## config.mk

```make
export PLATFORM = sky130hd
export DESIGN_NAME = ddc_port
export DESIGN_NICKNAME = d
export VERILOG_FILES = /design/src/hdl/ddc_pkg.sv /design/src/hdl/ddc_port.sv
export SDC_FILE = /design/constraint.sdc
export NUM_CORES = 1
export LEC_CHECK = 0
export BUFFER_PORTS_ARGS = -buffer_cell sky130_fd_sc_hd__buf_2
export CAP_MARGIN = 0
export CORE_UTILIZATION = 46
export DETAILED_ROUTE_END_ITERATION = 8
export GPL_TIMING_DRIVEN = 0
export PLACE_DENSITY = 0.72
export SLEW_MARGIN = 25
export SYNTH_ARGS = -nofsm -noshare
export SYNTH_HDL_FRONTEND = slang
export SYNTH_SLANG_ARGS = --single-unit
```

## constraint.sdc

```tcl
create_clock -name clk_sys -period 2.23 [get_ports clk_sys]
set_input_delay 0.3345 -clock clk_sys [delete_from_list [all_inputs] [get_ports clk_sys]]
set_output_delay 0.3345 -clock clk_sys [all_outputs]
set_load 0.1 [all_outputs]
```

## src/hdl/ddc_pkg.sv

```systemverilog
// package of the drum/disc port
// Behaviour
// - input character lines are low-true, inverted on capture
// - sixth input line lands in word bit zero
// - halt line low ends the transfer
// - low skip line makes processor skip next
// - buffer-mode energize instruction gives buffer pulse
// - io-mode energize instruction gives io pulse
// - interlace output high while interlace runs
// - error line low is an error condition
// - halt interlock shows characters are being processed
// - pending flop marks due register transfer, exported
// - strobe seen flop set on strobe, exported
// - cycle window true from T6 to T3
// - direction bit: high output, low input
// - other unit address bits drive select outputs
// - output characters: sixth line lsb, odd parity
package ddc_pkg;
  // character and word shape
  localparam int CHAR_W         = 6;
  localparam int CHARS_PER_WORD = 4;
  localparam int UNIT_SEL_W     = 5;
  localparam int ADDR_W         = 5;
  // register byte offsets
  localparam logic [ADDR_W-1:0] OFS_UNIT  = 5'h00;
  localparam logic [ADDR_W-1:0] OFS_INSTR = 5'h04;
  localparam logic [ADDR_W-1:0] OFS_STAT  = 5'h08;
  localparam logic [ADDR_W-1:0] OFS_RXW   = 5'h0c;
  localparam logic [ADDR_W-1:0] OFS_TXW   = 5'h10;
  // unit register fields
  localparam int UNIT_DIR_BIT = 0;
  localparam int UNIT_SEL_LSB = 1;
  localparam logic [UNIT_SEL_W:0] UNIT_RST = 6'h00;
  // instruction register fields
  localparam int INSTR_MODE_BIT  = 0;
  localparam int INSTR_START_BIT = 1;
  localparam int INSTR_STOP_BIT  = 2;
  // status register fields
  localparam int SB_ACTIVE  = 0;
  localparam int SB_HALTED  = 1;
  localparam int SB_ERROR   = 2;
  localparam int SB_PARERR  = 3;
  localparam int SB_SKIP    = 4;
  localparam int SB_RXRDY   = 5;
  localparam int SB_TXEMPTY = 6;
  localparam int SB_ERRLINE = 7;
  localparam int STAT_W     = 8;
  // cycle timing
  localparam int CLK_PERIOD_NS = 50;
  localparam int PHASE_NS      = 250;
  localparam int PHASE_CYC     = (PHASE_NS + CLK_PERIOD_NS - 1) / CLK_PERIOD_NS;
  localparam logic [3:0] PHASES    = 4'h8;
  localparam logic [3:0] WIN_FIRST = 4'h6;
  localparam logic [3:0] WIN_LAST  = 4'h3;
  // link inputs as they arrive at the pins
  typedef struct packed {
    logic [CHAR_W-1:0] char_n;
    logic              parity_n;
    logic              strobe;
    logic              halt_n;
    logic              error_n;
    logic              skip_n;
  } ddc_link_in_t;
  // outgoing character with its parity
  typedef struct packed {
    logic [CHAR_W-1:0] data;
    logic              parity;
  } ddc_char_t;
  // transfer sequencer states
  typedef enum logic [2:0] {
    S_IDLE = 3'b001,
    S_RUN  = 3'b010,
    S_MOVE = 3'b100
  } ddc_state_t;
  // parity bit that makes the character plus parity odd
  function automatic logic odd_par(input logic [CHAR_W-1:0] c);
    return ~^c;
  endfunction : odd_par
endpackage : ddc_pkg

```

## src/hdl/ddc_port.sv

```systemverilog
// channel side of the drum/disc port
//
// Added by the designer: the register offsets and the Avalon-MM interface to the registers.
`timescale 1ns/1ns
module ddc_port #(
  parameter int CHARS_P     = ddc_pkg::CHARS_PER_WORD,
  parameter int PHASE_CYC_P = ddc_pkg::PHASE_CYC
) (
  // clock and reset
  input  wire logic                          clk_sys,
  input  wire logic                          rst,
  // avalon-mm slave
  input  wire logic [ddc_pkg::ADDR_W-1:0]    avs_address,
  input  wire logic                          avs_read,
  input  wire logic                          avs_write,
  input  wire logic [31:0]                   avs_writedata,
  output logic      [31:0]                   avs_readdata,
  output logic                               avs_waitrequest,
  // link from the storage unit
  input  wire ddc_pkg::ddc_link_in_t         link_in,
  // character out to the unit
  output ddc_pkg::ddc_char_t                 out_char,
  // unit address lines
  output logic                               dir_is_output,
  output logic                               unit_sel_a,
  output logic                               unit_sel_b,
  output logic      [2:0]                    unit_sel_rest,
  // instruction pulses
  output logic                               buf_ctl_pulse,
  output logic                               io_ctl_pulse,
  // interlock and timing flops
  output logic                               interlace_active,
  output logic                               halt_interlock,
  output logic                               xfer_pending_flop,
  output logic                               strobe_seen_flop,
  output logic                               cycle_window
);
  import ddc_pkg::*;

  localparam int WW = CHARS_P * CHAR_W;  // assembled word width

  // refuse word shapes the 32-bit bus cannot carry
  if (CHARS_P < 1 || CHARS_P > 32 / CHAR_W)
  begin : g_bad_chars
    $error("chars per word out of range");
  end
  if (PHASE_CYC_P < 1 || PHASE_CYC_P > 65535)
  begin : g_bad_phase
    $error("phase length out of range");
  end

  // register address match
  function automatic logic hit(input logic [ADDR_W-1:0] a,
                               input logic [ADDR_W-1:0] o);
    return a == o;
  endfunction : hit

  // synchroniser and edge state
  ddc_link_in_t      sync1_ff;     // first stage
  ddc_link_in_t      sync2_ff;     // settled link levels
  logic              strobe_d_ff;  // strobe one clock earlier
  // bus slave state
  logic              wait_ff;      // waitrequest
  logic [31:0]       rdata_ff;     // read data
  // software registers
  logic [UNIT_SEL_W:0] unit_ff;    // direction plus select bits
  logic [WW-1:0]     tx_word_ff;   // word to send
  logic              tx_full_ff;   // fresh tx word
  logic [WW-1:0]     rx_word_ff;   // last completed input word
  logic              rx_rdy_ff;    // rx_word not yet read
  // sequencer
  ddc_state_t        state_ff;
  logic [2:0]        cnt_ff;       // characters done in this word
  logic [WW-1:0]     asm_ff;       // input word assembly
  logic [WW-1:0]     tx_sh_ff;     // output word being sent
  ddc_char_t         out_char_ff;
  // flags
  logic              pend_ff;
  logic              seen_ff;
  logic              ilace_ff;
  logic              hilk_ff;
  logic              halted_ff;
  logic              err_ff;
  logic              parerr_ff;
  logic              buc_ff;
  logic              ioc_ff;
  // cycle timing
  logic [15:0]       div_ff;
  logic [3:0]        phase_ff;     // T1..T8
  logic              win_ff;

  // decoded link levels
  logic              strobe_rise;
  logic              halt_seen;
  logic [CHAR_W-1:0] rx_char;
  logic              rx_par;
  // decoded bus and sequencer events
  logic              wr_go;
  logic              rd_go;
  logic              start_req;
  logic              stop_req;
  logic              out_mode;
  logic              take;
  logic              last;
  logic              end_req;
  logic              move_done;
  logic              load_tx;
  logic [STAT_W-1:0] stat_v;

  // link inputs pass two flops before any use
  always_ff @(posedge clk_sys)
  begin
    if (rst)
    begin
      sync1_ff    <= '1;
      sync2_ff    <= '1;
      strobe_d_ff <= 1'b1;
    end
    else
    begin
      sync1_ff    <= link_in;
      sync2_ff    <= sync1_ff;
      strobe_d_ff <= sync2_ff.strobe;
    end
  end

  // inversion restores true data
  assign strobe_rise = sync2_ff.strobe & ~strobe_d_ff;
  assign halt_seen   = ~sync2_ff.halt_n;
  assign rx_char     = ~sync2_ff.char_n;
  assign rx_par      = ~sync2_ff.parity_n;

  // a request completes where waitrequest is low
  assign wr_go = avs_write & ~wait_ff;
  assign rd_go = avs_read & ~wait_ff;
  assign start_req = wr_go & hit(avs_address, OFS_INSTR)
                     & avs_writedata[INSTR_START_BIT];
  assign stop_req  = wr_go & hit(avs_address, OFS_INSTR)
                     & avs_writedata[INSTR_STOP_BIT];

  // sequencer events
  assign out_mode  = unit_ff[UNIT_DIR_BIT];
  // a strobe during halt is dropped; the halt wins
  assign take      = (state_ff == S_RUN) & strobe_rise & ~halt_seen;
  assign last      = cnt_ff == 3'(CHARS_P - 1);
  assign end_req   = (state_ff != S_IDLE) & (halt_seen | stop_req);
  // the move waits for software rather than overrun a word
  assign move_done = (state_ff == S_MOVE)
                     & (out_mode ? tx_full_ff : ~rx_rdy_ff);
  assign load_tx   = move_done & out_mode;

  // status word for software
  always_comb
  begin
    stat_v             = '0;
    stat_v[SB_ACTIVE]  = ilace_ff;
    stat_v[SB_HALTED]  = halted_ff;
    stat_v[SB_ERROR]   = err_ff;
    stat_v[SB_PARERR]  = parerr_ff;
    stat_v[SB_SKIP]    = ~sync2_ff.skip_n;
    stat_v[SB_RXRDY]   = rx_rdy_ff;
    stat_v[SB_TXEMPTY] = ~tx_full_ff;
    stat_v[SB_ERRLINE] = ~sync2_ff.error_n;
  end

  // waitrequest drops for one cycle after each request
  always_ff @(posedge clk_sys)
  begin
    if (rst)
      wait_ff <= 1'b1;
    else if ((avs_read | avs_write) & wait_ff)
      wait_ff <= 1'b0;
    else
      wait_ff <= 1'b1;
  end

  // read data captured in the wait cycle
  always_ff @(posedge clk_sys)
  begin
    if (rst)
      rdata_ff <= 32'h0;
    else if (avs_read & wait_ff)
    begin
      unique case (1'b1)
        hit(avs_address, OFS_UNIT): rdata_ff <= 32'(unit_ff);
        hit(avs_address, OFS_STAT): rdata_ff <= 32'(stat_v);
        hit(avs_address, OFS_RXW):  rdata_ff <= 32'(rx_word_ff);
        hit(avs_address, OFS_TXW):  rdata_ff <= 32'(tx_word_ff);
        default:                    rdata_ff <= 32'h0;  // unmapped, instr
      endcase
    end
  end

  // unit address register
  always_ff @(posedge clk_sys)
  begin
    if (rst)
      unit_ff <= UNIT_RST;
    else if (wr_go & hit(avs_address, OFS_UNIT))
      unit_ff <= avs_writedata[UNIT_SEL_W:0];
  end

  // energize instruction pulses, one clock each
  always_ff @(posedge clk_sys)
  begin
    if (rst)
    begin
      buc_ff <= 1'b0;
      ioc_ff <= 1'b0;
    end
    else
    begin
      buc_ff <= wr_go & hit(avs_address, OFS_INSTR)
                & ~avs_writedata[INSTR_MODE_BIT];
      ioc_ff <= wr_go & hit(avs_address, OFS_INSTR)
                & avs_writedata[INSTR_MODE_BIT];
    end
  end

  // sequencer: idle, run characters, move a word
  always_ff @(posedge clk_sys)
  begin
    if (rst)
    begin
      state_ff <= S_IDLE;
      cnt_ff   <= 3'h0;
    end
    else if (end_req)
      state_ff <= S_IDLE;
    else
    begin
      unique case (state_ff)
        S_IDLE:
        begin
          cnt_ff <= 3'h0;
          // output fetches a word first
          if (start_req)
            state_ff <= out_mode ? S_MOVE : S_RUN;
        end
        S_RUN:
        begin
          if (take & last)
          begin
            state_ff <= S_MOVE;
            cnt_ff   <= 3'h0;
          end
          else if (take)
            cnt_ff <= cnt_ff + 3'h1;
        end
        S_MOVE:
        begin
          if (move_done)
            state_ff <= S_RUN;
        end
        default:
          state_ff <= S_IDLE;  // illegal code recovers
      endcase
    end
  end

  // transfer pending while a word move is due
  always_ff @(posedge clk_sys)
  begin
    if (rst)
      pend_ff <= 1'b0;
    else if (end_req | move_done)
      pend_ff <= 1'b0;
    else if ((take & last) | (start_req & out_mode
             & (state_ff == S_IDLE)))
      pend_ff <= 1'b1;
  end

  // strobe seen, one clock per strobe; pending alone then gates the unit
  always_ff @(posedge clk_sys)
  begin
    if (rst)
      seen_ff <= 1'b0;
    else if (take)
      seen_ff <= 1'b1;
    else
      seen_ff <= 1'b0;
  end

  // input assembly, first character ends high
  always_ff @(posedge clk_sys)
  begin
    if (rst)
      asm_ff <= '0;
    else if (take & ~out_mode)
      asm_ff <= (asm_ff << CHAR_W) | WW'(rx_char);
  end

  // odd parity check on every input character
  always_ff @(posedge clk_sys)
  begin
    if (rst)
      parerr_ff <= 1'b0;
    else if (take & ~out_mode & ~(^{rx_char, rx_par}))
      parerr_ff <= 1'b1;
    else if (wr_go & hit(avs_address, OFS_STAT)
             & avs_writedata[SB_PARERR])
      parerr_ff <= 1'b0;
  end

  // completed input word; a new word beats a read clear
  always_ff @(posedge clk_sys)
  begin
    if (rst)
    begin
      rx_word_ff <= '0;
      rx_rdy_ff  <= 1'b0;
    end
    else if (move_done & ~out_mode)
    begin
      rx_word_ff <= asm_ff;
      rx_rdy_ff  <= 1'b1;
    end
    else if (rd_go & hit(avs_address, OFS_RXW))
      rx_rdy_ff <= 1'b0;
  end

  // output word register; a write beats the load clear
  always_ff @(posedge clk_sys)
  begin
    if (rst)
    begin
      tx_word_ff <= '0;
      tx_full_ff <= 1'b0;
    end
    else if (wr_go & hit(avs_address, OFS_TXW))
    begin
      tx_word_ff <= avs_writedata[WW-1:0];
      tx_full_ff <= 1'b1;
    end
    else if (load_tx)
      tx_full_ff <= 1'b0;
  end

  // output shifter: one character per strobe, high end first
  always_ff @(posedge clk_sys)
  begin
    if (rst)
    begin
      tx_sh_ff    <= '0;
      out_char_ff <= '0;
    end
    else if (load_tx)
      tx_sh_ff <= tx_word_ff;
    else if (take & out_mode)
    begin
      out_char_ff.data   <= tx_sh_ff[WW-1 -: CHAR_W];
      out_char_ff.parity <= odd_par(tx_sh_ff[WW-1 -: CHAR_W]);
      tx_sh_ff           <= tx_sh_ff << CHAR_W;
    end
  end

  // interlace active from start to end
  always_ff @(posedge clk_sys)
  begin
    if (rst)
      ilace_ff <= 1'b0;
    else if (end_req)
      ilace_ff <= 1'b0;
    else if (start_req & (state_ff == S_IDLE))
      ilace_ff <= 1'b1;
  end

  // halt interlock: set once characters flow
  always_ff @(posedge clk_sys)
  begin
    if (rst)
      hilk_ff <= 1'b0;
    else if (start_req & (state_ff == S_IDLE))
      hilk_ff <= 1'b0;
    else if (take)
      hilk_ff <= 1'b1;
  end

  // sticky halt and error flags; events beat clears
  always_ff @(posedge clk_sys)
  begin
    if (rst)
    begin
      halted_ff <= 1'b0;
      err_ff    <= 1'b0;
    end
    else
    begin
      if (halt_seen & (state_ff != S_IDLE))
        halted_ff <= 1'b1;
      else if (wr_go & hit(avs_address, OFS_STAT)
               & avs_writedata[SB_HALTED])
        halted_ff <= 1'b0;
      if (~sync2_ff.error_n)
        err_ff <= 1'b1;
      else if (wr_go & hit(avs_address, OFS_STAT)
               & avs_writedata[SB_ERROR])
        err_ff <= 1'b0;
    end
  end

  // phase divider; window true in T6,T7,T8,T1,T2,T3
  always_ff @(posedge clk_sys)
  begin
    if (rst)
    begin
      div_ff   <= 16'h0;
      phase_ff <= 4'h1;
      win_ff   <= 1'b1;
    end
    else if (div_ff == 16'(PHASE_CYC_P - 1))
    begin
      div_ff <= 16'h0;
      if (phase_ff == PHASES)
      begin
        phase_ff <= 4'h1;
        win_ff   <= 1'b1;
      end
      else
      begin
        phase_ff <= phase_ff + 4'h1;
        win_ff   <= (phase_ff + 4'h1 >= WIN_FIRST)
                    | (phase_ff + 4'h1 <= WIN_LAST);
      end
    end
    else
      div_ff <= div_ff + 16'h1;
  end

  // outputs straight from flops
  assign avs_readdata      = rdata_ff;
  assign avs_waitrequest   = wait_ff;
  assign out_char          = out_char_ff;
  assign dir_is_output     = unit_ff[UNIT_DIR_BIT];
  assign unit_sel_a        = unit_ff[UNIT_SEL_LSB];
  assign unit_sel_b        = unit_ff[UNIT_SEL_LSB + 1];
  assign unit_sel_rest     = unit_ff[UNIT_SEL_W -: 3];
  assign buf_ctl_pulse     = buc_ff;
  assign io_ctl_pulse      = ioc_ff;
  assign interlace_active  = ilace_ff;
  assign halt_interlock    = hilk_ff;   // status only, not watched by the unit
  assign xfer_pending_flop = pend_ff;   // gate source
  assign strobe_seen_flop  = seen_ff;
  assign cycle_window      = win_ff;
endmodule : ddc_port

```

======== Yosys cells after proc, flatten, opt, wreduce, memory -nomap -nowiden ========
Index checks and enable logic that the tools add are counted.
cells by class
  reduce and logical (&&, ||, !) cells .... 16
  equality and inequality tests ........... 16
  mux-type cells .......................... 26
  $lt $le $gt $ge ......................... 2
  add/sub/neg operators ................... 3
  bitwise operators ....................... 51
operators with widths
  cell                                                               count
  24-bit case mux with 4 select lines                                1
  24-bit 2-to-1 mux                                                  2
  1-bit AND                                                          31
  24-bit by 6-bit bitwise OR with 24-bit output                      1
  3-bit 2-to-1 mux                                                   6
  16-bit by 1-bit adder with 16-bit output (second input constant)   1
  16-bit by 3-bit == test with 1-bit output (second input constant)  1
  1-bit 2-to-1 mux                                                   14
  1-bit inverter                                                     13
  2-bit nonzero test                                                 6
  5-bit by 4-bit == test with 1-bit output (second input constant)   2
  3-bit case mux with 3 select lines                                 1
  2-bit OR reduction                                                 4
  7-bit XOR reduction                                                1
  3-bit by 2-bit == test with 1-bit output (second input constant)   2
  6-bit inverter                                                     1
  3-bit case mux with 2 select lines                                 1
  3-bit AND reduction                                                2
  6-bit XNOR reduction                                               1
  5-bit by 3-bit == test with 1-bit output (second input constant)   1
  5-bit == test (second input constant)                              1
  5-bit logical NOT                                                  1
  1-bit bitwise OR                                                   5
  4-bit by 1-bit adder with 4-bit output (second input constant)     1
  other kinds (12)                                                   14
storage, ports and cells
  logic and storage cells ................. 152
  flip-flop bits (word level) ............. 203
  bits of input ports ..................... 52
  output and inout bits ................... 53

======== Longest topological paths before layout ========
  depth after elaboration ................. 8
  gate-level depth with buffers ........... 7
  mapped depth without buffers ............ 6

======== Worst setup path after synthesis ========
Ideal clock, no wire load.
  kind .................................... register -> register
  start ................................... register wait_ff (netlist: avs_waitrequest)
  end ..................................... register pend_ff (netlist: xfer_pending_flop)
  required time ........................... 2.113 ns
  setup time .............................. 0.117 ns
  arrival time ............................ 2.054 ns
  path buffers ............................ 0
  period minus slack after synthesis ...... 2.172 ns
  cell stages (with the launch flop) ...... 5
  path slack .............................. 0.058 ns
  cell sequence ........................... dfxtp_1 > and4bb_2 > and4_1 > a2bb2o_1 > o211a_1
between the ends
  word-level cells in the longest chain between the ends .. 8
  elaborated cells on any way between the ends .. 12
  classes of those cells .................. bitwise: 11; reduce/logical: 1
ends and longest elaborated chain
  item                                 RTL line                          source
  start: declaration                   ddc_port.sv:63                    logic wait_ff;
  start signal: assignment             ddc_port.sv:170                   wait_ff <= 1'b1;
  start signal: assignment             ddc_port.sv:172                   wait_ff <= 1'b0;
  start signal: assignment             ddc_port.sv:174                   wait_ff <= 1'b1;
  1-bit inverter *                     ddc_port.sv:134                   assign wr_go = avs_write & ~wait_ff;
  1-bit AND *                          ddc_port.sv:134
  1-bit AND *                          ddc_port.sv:136, ddc_port.sv:138
  1-bit AND                            ddc_port.sv:139                   & avs_writedata[INSTR_STOP_BIT];
  1-bit bitwise OR                     ddc_port.sv:146                   assign end_req = (state_ff != S_IDLE) & (halt_seen | stop_req);
  1-bit AND                            ddc_port.sv:146
  1-bit bitwise OR                     ddc_port.sv:266                   else if (end_req | move_done)
  2-bit OR reduction (no source line)  n/a
  end signal: assignment               ddc_port.sv:265                   pend_ff <= 1'b0;
  end signal: assignment               ddc_port.sv:267                   pend_ff <= 1'b0;
  end signal: assignment               ddc_port.sv:270                   pend_ff <= 1'b1;
  end: declaration                     ddc_port.sv:78                    logic pend_ff;
Mark *: on every way between the ends. The rest lies on a longest branch, timed or not.
A chain may end at the register's enable or synchronous reset.

======== Worst setup path after layout ========
  start ................................... register sync2_ff[2] in the netlist's numbering
  end ..................................... register tx_sh_ff[22]
between the ends
  word-level cells in the longest chain between the ends .. 3
ends and longest elaborated chain
  item                                 RTL line         source
  start: declaration                   ddc_port.sv:60   ddc_link_in_t sync2_ff;
  start signal: assignment             ddc_port.sv:122  sync2_ff <= sync1_ff;
  1-bit AND                            ddc_port.sv:144  assign take = (state_ff == S_RUN) & strobe_rise & ~halt_seen;
  1-bit AND                            ddc_port.sv:349  else if (take & out_mode)
  2-bit nonzero test (no source line)  n/a
  end signal: assignment               ddc_port.sv:348  tx_sh_ff <= tx_word_ff;
  end signal: assignment               ddc_port.sv:353  tx_sh_ff <= tx_sh_ff << CHAR_W;
  end: declaration                     ddc_port.sv:75   logic [WW-1:0] tx_sh_ff;
Every way passes these cells.

==> results summary <==
The global-route wire length before repair came out at around 30000 µm. The share of layout cells above drive strength 1 is 18.3%. Across all setup checks in the final design, the least slack found is 0.150 ns. The most used flip-flop cell after synthesis is sky130_fd_sc_hd__dfxtp_1. The arrival time at the worst endpoint came out at about 2.4 ns. The setup slack at placement is -0.109 ns. The average cell area after synthesis is 8.64 µm². The number of global-route vias before repair came to 5964. The finished cells cover about 0.0089 mm².

The count of final max-slew check failures came out at 0. The worst setup path is of the reg2reg kind. The count of fill cells added during filler insertion is 1530. Summing the sequential cell areas from Yosys gives 51.2% of the chip area.

The mean number of vias per cell is 5.26. The share of synthesized area in the top cell type comes to between 50% and 60%. Setup repair after global routing left no endpoint under its margin. The CTS buffer count is 17. The main combinational cell family by area after synthesis is simple AND/OR/NAND/NOR gates. The die extent in x is 131 µm. Summed over all layers, the global routing overflow is 0. The mux cell area share after synthesis came out at 1.92%. The maximum number of pins on one net before global-route repair is 17.

The clock arrives with 0.0110 ns of skew. Clock tree synthesis found a total of a little under 200 sinks. The post-synthesis to final-layout area growth came out at 17.2%. The synthesized design spends more area on one cell type than any other, namely sky130_fd_sc_hd__dfxtp_1.

The area inside the core boundary is 0.0160 mm². The category of the worst setup path capture point is a register. The fraction of registers with async set or reset after synthesis came out at 0%.

The maximum net fanout on the critical path came out at 10. The count of port buffers added during placement came out at 86. After Yosys synthesis, and, or, nand and nor cells account for 21.4% of the synthesized area. The min-delay analysis places its worst path in the category in2reg.

For this design the ratio of total power to cell area is a little under 800 mW/mm². The clock latency of the later-clocked register in the worst-skew pair came out at 0.43 ns. The post-route antenna net violation count came out at 0. During I/O placement, the number of pins put on the boundary was 105.

The most common library cell in the layout ignoring fill and taps is sky130_fd_sc_hd__nand2_1. The weighted congestion at the end of routability-driven global placement is 0.876. The worst min-delay path endpoint is sync1_ff[5]$_SDFF_PP1_.

The cell depth of the worst hold path is 2. The worst-case headroom to the max-slew limit is 45.9%. The top cell types in the final layout, fill and taps aside, are sky130_fd_sc_hd__nand2_1 (212), sky130_fd_sc_hd__dfxtp_1 (195), sky130_fd_sc_hd__a21oi_1 (107), sky130_fd_sc_hd__buf_2 (104), sky130_fd_sc_hd__a22oi_1 (39).

Yosys attributes the largest share of cell area to sky130_fd_sc_hd__dfxtp_1 (51%), sky130_fd_sc_hd__nand2_1 (10%), sky130_fd_sc_hd__a21oi_1 (7.0%), sky130_fd_sc_hd__a22oi_1 (3.8%), sky130_fd_sc_hd__or2_2 (1.9%). The first TritonRoute pass finished after 4 iterations. The number of antenna violations at the first check in global routing is 1. The diode insertion count for antenna repair came out at 0.

The routed length per placed instance came out at roughly 15 µm. The run finished with clean final reports. The number of enable-type register cells in the synthesized netlist is 0.

The clock tree from TritonCTS is built. The post-synthesis share of cell area spent on full adders, half adders and majority gates is less than 1%. The via count of the routed design is between 6000 and 7000.

The compound-cell area share of the yosys netlist came out at about 17%. At the end of the flow the core is filled with cells to 55.8%. The H-tree generated during clock tree synthesis spans 4 levels. The final-stage net count is between 1000 and 1500. The largest buffer count on any clock path came out at 2.

The path depth of the worst reg2reg path came out at 6. The hold path startpoint is link_in[5]. The effective utilization at floorplan is 47.6%. The count of cell types in the netlist is 59.

The maximum vdd drop came out at between 0.0005 and 0.0006 V. At the pin with the least slew margin, the transition time is 0.811 ns. The number of hold violations in the final report is 0. The leakage dissipation came out at 3.36 nW. The number of DRC markers after the initial detailed-route iteration came out at 376. The post-route setup TNS came out at 0 ns. The clock transition time at the flip-flop clock pins of the worst setup and hold paths is 0.07 ns. The hold buffer count at CTS came out at 0. The post-place instance area came out at 0.00834 mm². The total setup buffers inserted after CTS came out at 0. In the synthesized netlist, the number of instances is between 800 and 900.

The count of max-cap constraint violations came out at 0. The startpoint type of the worst setup path is a register. The endpoint of the worst register-to-register path is tx_sh_ff[22]$_SDFFE_PP0P_.

Global routing used 23.1% of the available tracks across all layers. The remaining design rule violation count came out at 0. The synthesized netlist devotes 2.87% of its cell area to XOR and XNOR gates.

The required time reported for the critical path endpoint is 2.58 ns. In the finished design, the share of the clock period the worst path needs comes to 93.3%. The post-synthesis instance area is ~0.0076 mm².

Based on the critical path, the design can be clocked at up to 481 MHz. The die boundary height came out at 131 µm. Setup violations remaining at the end of the flow were counted as 0. The register-to-register setup slack is 0.15 ns. The die covers 0.0171 mm². The detailed-placement wirelength estimate is 13900 µm. The synthesized flop and latch total is 195. The worst reg2reg path startpoint is sync2_ff[2]$_SDFF_PP1_.

The number of placement rows is 46. The count of warnings emitted by yosys is 0. The clock root buffer is sky130_fd_sc_hd__clkbuf_16. The total detailed-routing wirelength came out at 18900 µm.

The worst path needs 2.08 ns of the cycle, external delays included.
[cell type report]
class / instances / area (µm²) / area share (%)
inverter: 7 / 26.3 / 0.294
clock buffer: 19 / 453 / 5.07
sequential: 195 / 3900 / 43.7
tap: 216 / 270 / 3.03
multi-input combinational: 619 / 3380 / 37.8
timing repair buffer: 86 / 430 / 4.82
buffer: 68 / 339 / 3.80
clock inverter: 12 / 131 / 1.47
[critical path, cell delays in order, from the launching register on]
cell and delay [ns]:
sky130_fd_sc_hd__dfxtp_1 0.34, sky130_fd_sc_hd__and3b_1 0.18, sky130_fd_sc_hd__clkbuf_1 0.20, sky130_fd_sc_hd__a32oi_1 0.69, sky130_fd_sc_hd__buf_2 0.35, sky130_fd_sc_hd__nand2_1 0.07
sky130_fd_sc_hd__a21oi_1 0.15
[power by group]
group	internal, mW	switching, mW
clock network	1.71	1.32
registers	3.51	0.0230
logic	0.100	0.230
[cell usage after synthesis, drive strengths merged, types with 6 or more instances]
cell type / count
a211oi: 6
a21oi: 107
a22oi: 39
and3: 7
buf: 32
clkbuf: 36
dfxtp: 195
ha: 6
inv: 7
mux2i: 9
nand2: 212
nand3: 20
nand4: 9
nor2: 36
nor3: 11
o21ai: 28
or2: 23
xnor2: 12
xor2: 13
[metal layers]
metal / track usage [%] / part of all wire (%)
met2: 39.4 / 48
met5: 0 / 0.058
met4: 7.71 / 2.1
met3: 4.76 / 4.6
met1: 29.1 / 45
[flip-flops by register name, indices dropped and copies added (netlist names), 3 cells and up]
signal and cells:
asm_ff 24, cnt_ff 3, out_char 7, sync1_ff 11, avs_readdata 24, unit_ff 6, rx_word_ff 24, div_ff 16
phase_ff 4, tx_sh_ff 24, tx_word_ff 24, sync2_ff 11, state_ff 3
[kinds of logic (layout without fill, tap and decap cells)]
family | Yosys count | count (layout)
and+or+nand+nor | 356 | 356
buffers and inverters | 75 | 192
DFF | 195 | 195
AOI/OAI and AO/OA | 210 | 210
adders and majority gates | 6 | 6
other | 1 | 8
xor gates and xnor gates | 25 | 25
muxes | 14 | 14
[worst max-delay path by stage]
stage | from | end | cells past startpoint
2_1_floorplan | avs_waitrequest$_SDFF_PP1_ | xfer_pending_flop$_SDFFE_PP0P_ | 4
3_3_place_gp | rst | asm_ff[10]$_SDFFE_PP0P_ | 5
3_5_place_dp | rst | asm_ff[8]$_SDFFE_PP0P_ | 5
4_1_cts | sync2_ff[2]$_SDFF_PP1_ | tx_sh_ff[22]$_SDFFE_PP0P_ | 6
5_1_grt | sync2_ff[2]$_SDFF_PP1_ | tx_sh_ff[18]$_SDFFE_PP0P_ | 6
6_report | sync2_ff[2]$_SDFF_PP1_ | tx_sh_ff[22]$_SDFFE_PP0P_ | 6
[through the flow]
stage	hold slack, ns	power, mW	cells
after detailed placement	0.394	3.94	1191
after global placement	0.392	3.94	1191
after floorplan	0.389	3.83	889
after global routing	0.0749	7.12	1222
final	0.0876	6.89	1222
after CTS	0.0740	6.93	1222
[timing repair]
action / in CTS / in global routing
endpoints found under the hold margin: 0 / 0
setup endpoints to repair: 0 / 8
resized for setup: 0 / 2
Note: power is estimated with default switching activity, not from simulation.
